File: config.mk
export PLATFORM = sky130hd
export DESIGN_NAME = rrx_exec
export DESIGN_NICKNAME = d
export VERILOG_FILES = /design/src/core/rrx_pkg.sv /design/src/core/rrx_decode.sv /design/src/core/rrx_exec.sv
export SDC_FILE = /design/constraint.sdc
export NUM_CORES = 1
export LEC_CHECK = 0
export BUFFER_PORTS_ARGS = -buffer_cell sky130_fd_sc_hd__buf_2
export CORE_ASPECT_RATIO = 0.8
export CORE_MARGIN = 5
export CORE_UTILIZATION = 46
export CTS_CLUSTER_DIAMETER = 100
export CTS_CLUSTER_SIZE = 12
export DETAILED_ROUTE_END_ITERATION = 8
export HOLD_SLACK_MARGIN = 0.05
export MAX_ROUTING_LAYER = met4
export PLACE_DENSITY = 0.84
export SLEW_MARGIN = 0
export SYNTH_ARGS = -nofsm -noshare
export SYNTH_HDL_FRONTEND = slang
export SYNTH_HIERARCHICAL = 1
export SYNTH_SLANG_ARGS = --single-unit
File: constraint.sdc
create_clock -name clk -period 4.3 [get_ports clk]
set_clock_uncertainty 0.2 [all_clocks]
set_input_delay 0.645 -clock clk [delete_from_list [all_inputs] [get_ports clk]]
set_output_delay 0.645 -clock clk [all_outputs]
set_load 0.1 [all_outputs]
File: src/core/rrx_pkg.sv
// Package of constants and carriers for the return and rotate executor
package rrx_pkg;

  localparam int          RRX_IW_W        = 14;
  localparam int          RRX_PC_W        = 13;
  localparam int          RRX_FA_W        = 7;
  // Opcode patterns and masks
  localparam logic [13:0] RRX_LITRET_MASK = 14'h3C00;
  localparam logic [13:0] RRX_LITRET_OP   = 14'h3400;
  localparam logic [13:0] RRX_SUBRET_OP   = 14'h0008;
  localparam logic [13:0] RRX_ROTL_MASK   = 14'h3F00;
  localparam logic [13:0] RRX_ROTL_OP     = 14'h0D00;
  // Field positions
  localparam int          RRX_DEST_BIT    = 7;
  // Cycle counts
  localparam logic [1:0]  RRX_RET_CYCLES  = 2'h2;
  localparam logic [1:0]  RRX_ROTL_CYCLES = 2'h1;
  // Reset values
  localparam logic [7:0]  RRX_W_RST       = 8'h00;
  localparam logic [12:0] RRX_PC_RST      = 13'h0000;

  typedef enum logic [1:0] {
    RRX_OP_NONE   = 2'b00,
    RRX_OP_LITRET = 2'b01,
    RRX_OP_SUBRET = 2'b10,
    RRX_OP_ROTL   = 2'b11
  } rrx_op_e;

  typedef struct packed {
    logic                valid;
    logic [13:0]         word;
  } rrx_instr_s;

  typedef struct packed {
    logic                req;
    logic [6:0]          addr;
    logic [7:0]          data;
  } rrx_fwrite_s;

  typedef enum logic [1:0] {
    RRX_ST_IDLE  = 2'b00,
    RRX_ST_FLUSH = 2'b01
  } rrx_state_e;

endpackage : rrx_pkg

File: src/core/rrx_decode.sv
// Opcode classifier for the return and rotate executor
`timescale 1ns/1ps
module rrx_decode
  import rrx_pkg::*;
(
  input  wire rrx_pkg::rrx_instr_s instr,
  output rrx_pkg::rrx_op_e         op
);
  always_comb begin
    op = RRX_OP_NONE;
    if (instr.valid) begin
      if ((instr.word & RRX_LITRET_MASK) == RRX_LITRET_OP) begin
        op = RRX_OP_LITRET;
      end else if (instr.word == RRX_SUBRET_OP) begin
        op = RRX_OP_SUBRET;
      end else if ((instr.word & RRX_ROTL_MASK) == RRX_ROTL_OP) begin
        op = RRX_OP_ROTL;
      end
    end
  end
endmodule : rrx_decode

File: src/core/rrx_exec.sv
// Executor for literal return, subroutine return and rotate left through carry
`timescale 1ns/1ps

// Summary of operation
// - Literal return loads the 8-bit immediate into the working register, bits 9:8 ignored.
// - Literal return pops the return stack and loads its top entry into the program counter.
// - Literal return is one word, two cycles, and changes no status flag.
// - Subroutine return pops the stack into the program counter, W and flags untouched.
// - Subroutine return is one word and takes two cycles before execution resumes.
// - Rotate left shifts the file value left, old carry into bit 0, old bit 7 to carry.
// - Rotate left writes W when the destination bit is 0, the file register when 1.
module rrx_exec (
  input  wire logic                clk,
  input  wire logic                rst_b,
  input  wire rrx_pkg::rrx_instr_s instr,
  input  wire logic [12:0]         stack_top,
  input  wire logic [7:0]          file_rdata,
  input  wire logic                carry_in,
  input  wire logic [7:0]          w_in,
  output logic                     instr_ready,
  output logic [6:0]               file_raddr,
  output logic                     stack_pop,
  output logic                     pc_load,
  output logic [12:0]              pc_value,
  output logic [7:0]               w_out,
  output logic                     w_write,
  output logic                     carry_out,
  output logic                     carry_write,
  output rrx_pkg::rrx_fwrite_s     file_write
);
  import rrx_pkg::*;

  // ==========================================
  // Helpers
  function automatic logic is_ret(input rrx_op_e o);
    return (o == RRX_OP_LITRET) || (o == RRX_OP_SUBRET);
  endfunction : is_ret

  // ==========================================
  // Decode
  rrx_op_e    op;
  rrx_state_e state_r;
  logic       take;
  logic [7:0] rot;

  rrx_decode u_dec (
    .instr (instr),
    .op    (op)
  );

  assign take = (state_r == RRX_ST_IDLE);
  assign file_raddr = instr.word[RRX_FA_W-1:0];
  assign rot = {file_rdata[6:0], carry_in};

  // ==========================================
  // Two-cycle return sequencing
  always_ff @(posedge clk) begin
    if (!rst_b) begin
      state_r     <= RRX_ST_IDLE;
      instr_ready <= 1'b1;
    end else begin
      case (state_r)
        RRX_ST_IDLE: begin
          if (is_ret(op)) begin
            state_r     <= RRX_ST_FLUSH;
            instr_ready <= 1'b0;
          end
        end
        RRX_ST_FLUSH: begin
          state_r     <= RRX_ST_IDLE;
          instr_ready <= 1'b1;
        end
        default: begin
          state_r     <= RRX_ST_IDLE;
          instr_ready <= 1'b1;
        end
      endcase
    end
  end

  // ==========================================
  // Program counter and stack
  always_ff @(posedge clk) begin
    if (!rst_b) begin
      stack_pop <= 1'b0;
      pc_load   <= 1'b0;
      pc_value  <= RRX_PC_RST;
    end else begin
      stack_pop <= take && is_ret(op);
      pc_load   <= take && is_ret(op);
      if (take && is_ret(op)) begin
        pc_value <= stack_top;
      end
    end
  end

  // ==========================================
  // Working register
  always_ff @(posedge clk) begin
    if (!rst_b) begin
      w_out   <= RRX_W_RST;
      w_write <= 1'b0;
    end else begin
      w_write <= 1'b0;
      w_out   <= w_in;
      if (take && op == RRX_OP_LITRET) begin
        w_out   <= instr.word[7:0];
        w_write <= 1'b1;
      end else if (take && op == RRX_OP_ROTL && !instr.word[RRX_DEST_BIT]) begin
        w_out   <= rot;
        w_write <= 1'b1;
      end
    end
  end

  // ==========================================
  // File register and carry
  always_ff @(posedge clk) begin
    if (!rst_b) begin
      file_write  <= '0;
      carry_out   <= 1'b0;
      carry_write <= 1'b0;
    end else begin
      file_write.req  <= 1'b0;
      file_write.addr <= instr.word[RRX_FA_W-1:0];
      file_write.data <= rot;
      carry_write     <= 1'b0;
      carry_out       <= carry_in;
      if (take && op == RRX_OP_ROTL) begin
        carry_out   <= file_rdata[7];
        carry_write <= 1'b1;
        file_write.req <= instr.word[RRX_DEST_BIT];
      end
    end
  end

endmodule : rrx_exec

==> flow_summary.html <==
<table>
<tr><th>Metric</th><th>Value</th></tr>
<tr><th colspan="2">Status</th></tr>
<tr><td>Outcome</td><td>completed</td></tr>
<tr><th colspan="2">Detailed routing</th></tr>
<tr><td>Number of remaining DRC errors</td><td>0</td></tr>
<tr><td>Per-cell routed wire length</td><td>13.6 um</td></tr>
<tr><td>Mean number of vias per cell</td><td>4.79</td></tr>
<tr><td>Routed via count</td><td>1452</td></tr>
<tr><td>Total wirelength of the detailed-routed design</td><td>4.12 mm</td></tr>
<tr><td>Number of optimization iterations in the first detailed-route pass</td><td>4</td></tr>
<tr><td>Number of violations reported at the end of detailed-routing iteration 0</td><td>49</td></tr>
<tr><td>ANT nets after route</td><td>0</td></tr>
<tr><th colspan="2">Critical path</th></tr>
<tr><td>Worst flop-to-flop path endpoint</td><td>w_out[3]$_SDFF_PN0_</td></tr>
<tr><td>CP Data Required Time</td><td>4320 ps</td></tr>
<tr><td>Crit-path cells</td><td>buf_2, nor4b_2, nand4_1, a21oi_1, inv_1, ha_1, nor2_2, nand2_1, a21boi_1</td></tr>
<tr><td>Setup slack on the worst flop-to-flop path</td><td>2820 ps</td></tr>
<tr><td>Longest individual stage delay on the worst path</td><td>460 ps</td></tr>
<tr><td>Buf+Inv Stages, Crit Path</td><td>2</td></tr>
<tr><td>Depth of the worst register-to-register path</td><td>3</td></tr>
<tr><td>Family with the most delay on the worst path</td><td>simple AND/OR/NAND/NOR gates</td></tr>
<tr><td>Worst path arrival time</td><td>2500 ps</td></tr>
<tr><td>Maximum fanout encountered on the critical timing path</td><td>15</td></tr>
<tr><td>Nature of the critical path startpoint</td><td>primary input</td></tr>
<tr><td>Kind of capture point of the worst setup path</td><td>flop</td></tr>
<tr><td>CP max stage cell</td><td>nor2_2</td></tr>
<tr><td>Worst reg2reg startpoint</td><td>state_r[0]$_SDFFE_PN0P_</td></tr>
<tr><td>Critical path class</td><td>primary input to flop</td></tr>
<tr><th colspan="2">Yosys</th></tr>
<tr><td>Adder-cell area share of the yosys netlist</td><td>1.55%</td></tr>
<tr><td>Synth Area in Compound Gates</td><td>12.8%</td></tr>
<tr><td>Predominant post-synthesis flop cell</td><td>dfxtp_1</td></tr>
<tr><td>Post-synthesis cell area</td><td>1620 um2</td></tr>
<tr><td>Count of flip-flops with a built-in enable after synthesis</td><td>0</td></tr>
<tr><td>Sequential-to-total area share from yosys stat</td><td>53.2%</td></tr>
<tr><td>Async set-reset flop share out of synthesis</td><td>0%</td></tr>
<tr><td>Combinational family with the most area after synthesis</td><td>simple AND/OR/NAND/NOR gates</td></tr>
<tr><td>Cell count after synthesis</td><td>173</td></tr>
<tr><td>Netlist cell types</td><td>29</td></tr>
<tr><td>Average size of a mapped cell</td><td>9.35 um2</td></tr>
<tr><td>Yosys reg bits</td><td>43</td></tr>
<tr><td>Yosys warning total</td><td>6</td></tr>
<tr><td>Share of synthesized cell area in and, or, nand and nor gates</td><td>25.4%</td></tr>
<tr><td>Number of nets in the synthesized netlist</td><td>222</td></tr>
<tr><td>Post-synthesis xor/xnor area fraction</td><td>0%</td></tr>
<tr><td>Mux cell area share after synthesis</td><td>0.619%</td></tr>
<tr><th colspan="2">Final layout</th></tr>
<tr><td>Area growth from synthesis to final layout</td><td>35.0%</td></tr>
<tr><td>Net count of the finished layout</td><td>309</td></tr>
<tr><td>Inserted Diodes</td><td>0</td></tr>
<tr><td>Cell area after layout</td><td>2180 um2</td></tr>
<tr><td>Number of fill cells</td><td>316</td></tr>
<tr><td>Fraction of layout cells with a size suffix above 1</td><td>41.8%</td></tr>
<tr><td>Final standard cell count with taps included and fillers excluded</td><td>303</td></tr>
<tr><th colspan="2">Global route</th></tr>
<tr><td>Met1 demand-to-capacity share in global routing</td><td>20.1%</td></tr>
<tr><td>Gr ovfl total</td><td>0</td></tr>
<tr><td>Wire length of the first global-routing pass</td><td>6.39 mm</td></tr>
<tr><td>Antenna violations before repair</td><td>0</td></tr>
<tr><td>Number of global-route vias before repair</td><td>1344</td></tr>
<tr><td>Maximum number of pins on one net before global-route repair</td><td>44</td></tr>
<tr><td>Met2 Track Usage GR</td><td>27.6%</td></tr>
<tr><td>Most crowded layer after global routing</td><td>met2</td></tr>
<tr><td>M3 GR Usage</td><td>5.04%</td></tr>
<tr><td>Global routing usage summed across all routing layers</td><td>17.3%</td></tr>
<tr><th colspan="2">Job</th></tr>
<tr><td>Number of max-cap violations</td><td>0</td></tr>
<tr><th colspan="2">Placement</th></tr>
<tr><td>Cell count after placement</td><td>295</td></tr>
<tr><td>IO Port Bufs</td><td>96</td></tr>
<tr><td>Final HPWL DP</td><td>3.06 mm</td></tr>
<tr><td>Routability congestion estimate</td><td>0.769</td></tr>
<tr><td>Area after detailed placement</td><td>2050 um2</td></tr>
<tr><th colspan="2">CTS</th></tr>
<tr><td>Skew-Pair Late Insertion Delay</td><td>290 ps</td></tr>
<tr><td>Maximum number of buffers from clock root to sink</td><td>2</td></tr>
<tr><td>CTS tree</td><td>built</td></tr>
<tr><td>Clock transition at the registers of the reported paths</td><td>80 ps</td></tr>
<tr><td>Cts-stage hold buffer count</td><td>0</td></tr>
<tr><td>Total CTS buffers</td><td>5</td></tr>
<tr><td>Number of setup buffers added after CTS</td><td>0</td></tr>
<tr><td>Clock sink count</td><td>43</td></tr>
<tr><td>Root buffer cell</td><td>clkbuf_8</td></tr>
<tr><td>Cts repair resizes</td><td>0</td></tr>
<tr><td>Number of levels the H-tree was split into</td><td>2</td></tr>
<tr><th colspan="2">Timing</th></tr>
<tr><td>Sum of negative setup slack</td><td>0 ps</td></tr>
<tr><td>Crit path time final</td><td>2480 ps</td></tr>
<tr><td>Max frequency</td><td>403 MHz</td></tr>
<tr><td>Number of failing hold endpoints at the final stage</td><td>0</td></tr>
<tr><td>Final slew viol count</td><td>0</td></tr>
<tr><td>Final setup violating endpoints</td><td>0</td></tr>
<tr><td>Final critical-path share of the clock period</td><td>57.7%</td></tr>
<tr><td>Actual transition at the worst max-transition pin</td><td>576 ps</td></tr>
<tr><td>Slew HR</td><td>61.4%</td></tr>
<tr><td>RSZ-0062 raised after global routing</td><td>no</td></tr>
<tr><th colspan="2">Worst hold path</th></tr>
<tr><td>Worst Hold Path Cells</td><td>2</td></tr>
<tr><td>Endpoint of the worst hold-timing path</td><td>pc_value[9]$_SDFFE_PN0P_</td></tr>
<tr><td>Hold Path Class</td><td>flop to flop</td></tr>
<tr><td>Min-delay src</td><td>pc_value[9]$_SDFFE_PN0P_</td></tr>
<tr><th colspan="2">Floorplan</th></tr>
<tr><td>Starting utilization of the core area</td><td>47.3%</td></tr>
<tr><td>Io pins</td><td>97</td></tr>
<tr><td>Die width</td><td>76.3 um</td></tr>
<tr><td>DIE HEIGHT</td><td>63.0 um</td></tr>
<tr><td>Area enclosed by the die boundary</td><td>4810 um2</td></tr>
<tr><td>Placeable core region</td><td>3420 um2</td></tr>
<tr><td>Floorplan row count</td><td>19</td></tr>
<tr><th colspan="2">Power</th></tr>
<tr><td>Switching fraction of total power</td><td>31.2%</td></tr>
<tr><td>IR drop worst, VDD</td><td>0.000269 V</td></tr>
<tr><td>Leakage component of the power</td><td>1.06 nW</td></tr>
<tr><td>Net switching power</td><td>0.311 mW</td></tr>
<tr><td>Part of the total power dissipated in the clock network</td><td>36.6%</td></tr>
<tr><td>Cell Int Power</td><td>0.685 mW</td></tr>
<tr><td>Pwr/cell area</td><td>456 nW/um2</td></tr>
<tr><td>Proportion of power drawn by combinational gates</td><td>21.4%</td></tr>
<tr><td>Register share of total power</td><td>41.9%</td></tr>
</table>
## through the flow
stage / setup slack [ps] / util, % / hold slack (ps) / power, mW
2_1_floorplan: 1900 / - / 339 / 0.597
6_report: 1820 / 63.8 / 253 / 0.996
3_5_place_dp: 1520 / 59.9 / 246 / 0.641
3_3_place_gp: 1640 / 59.9 / 238 / 0.640
5_1_grt: 1610 / 63.8 / 282 / 1.03
4_1_cts: 1810 / 63.8 / 257 / 1.00
## final cells by class
type	count	area, um2	area share [%]
sequential	43	861	39.4
clock buffer	6	72.6	3.32
tap	42	52.6	2.41
clock inverter	2	60.1	2.75
inverter	1	3.75	0.172
timing repair buffer	96	480	22.0
multi-input combinational	113	653	29.9
## placed cells by master, fill, tap and decap left out, drive strengths merged
cell type / count
and2: 18
or3b: 1
dfxtp: 43
nand4b: 1
ha: 2
inv: 1
nand2b: 1
clkbuf: 6
nor4b: 1
or2: 1
a31oi: 8
buf: 96
a21oi: 1
nand3b: 1
bufinv: 2
nor4: 1
nor3b: 1
nor3: 2
nand4: 2
nand2: 44
mux2i: 1
and3: 1
a21boi: 15
nor2b: 2
nor2: 1
o21ai: 8
## routing by layer
| metal | part of all wire (%) | vias up |
|---|---|---|
| li1 | - | 738 |
| met1 | 42 | 646 |
| met2 | 48 | 61 |
| met3 | 8.5 | 7 |
| met4 | 1.7 | 0 |
| met5 | 0 | - |
## kinds of logic after synthesis
logic type | count (synthesis)
AND/OR/NAND/NOR | 78
flip-flops | 43
AO/OA/AOI/OAI | 32
buffers and inverters | 17
adder cells (fa/ha/maj) | 2
multiplexers | 1
## power by group through the flow
| stage | Sequential [mW] | Combinational [mW] | Clock (mW) |
|---|---|---|---|
| after global placement | 0.427 | 0.213 | 0 |
| after floorplan | 0.541 | 0.0562 | 0 |
| after CTS | 0.418 | 0.215 | 0.371 |
| after global routing | 0.420 | 0.222 | 0.390 |
| after detailed placement | 0.427 | 0.214 | 0 |
| final | 0.418 | 0.213 | 0.365 |
## cells in the mapped netlist, types with 2 or more instances
master / count / share of area [%]
a21boi_0: 10 / 4.6
a21boi_1: 5 / 2.3
a31oi_1: 8 / 3.1
and2_1: 18 / 7.0
buf_2: 2 / 0.62
buf_4: 10 / 4.6
clkbuf_1: 4 / 0.93
dfxtp_1: 43 / 53
ha_1: 2 / 1.5
nand2_1: 44 / 10
nand4_1: 2 / 0.77
nor2b_1: 2 / 0.77
o21ai_0: 7 / 2.2
## worst max path at each step
stage                          from                         to  slack [ps]  cells past startpoint
after global placement    instr[11]   pc_value[6]$_SDFFE_PN0P_        1640                      9
after global routing      instr[10]  pc_value[11]$_SDFFE_PN0P_        1610                      9
after CTS                 instr[10]   pc_value[3]$_SDFFE_PN0P_        1810                      9
final                     instr[10]   pc_value[3]$_SDFFE_PN0P_        1820                      9
after floorplan           instr[10]  pc_value[10]$_SDFFE_PN0P_        1900                      9
after detailed placement  instr[10]   pc_value[7]$_SDFFE_PN0P_        1520                      9
## sequential cells by signal, indices dropped and copies added, names as in the netlist
name and flops:
carry_out 1, carry_write 1, file_write 16, instr_ready 1
pc_load 1, pc_value 13, state_r 1, w_out 8
w_write 1
## worst reg2reg max path: stages (launching register included)
cell and delay, ps:
dfxtp_1 380, or3b_1 560, nand2_1 140, a31oi_1 80
Power figures use the tool's default switching activity.
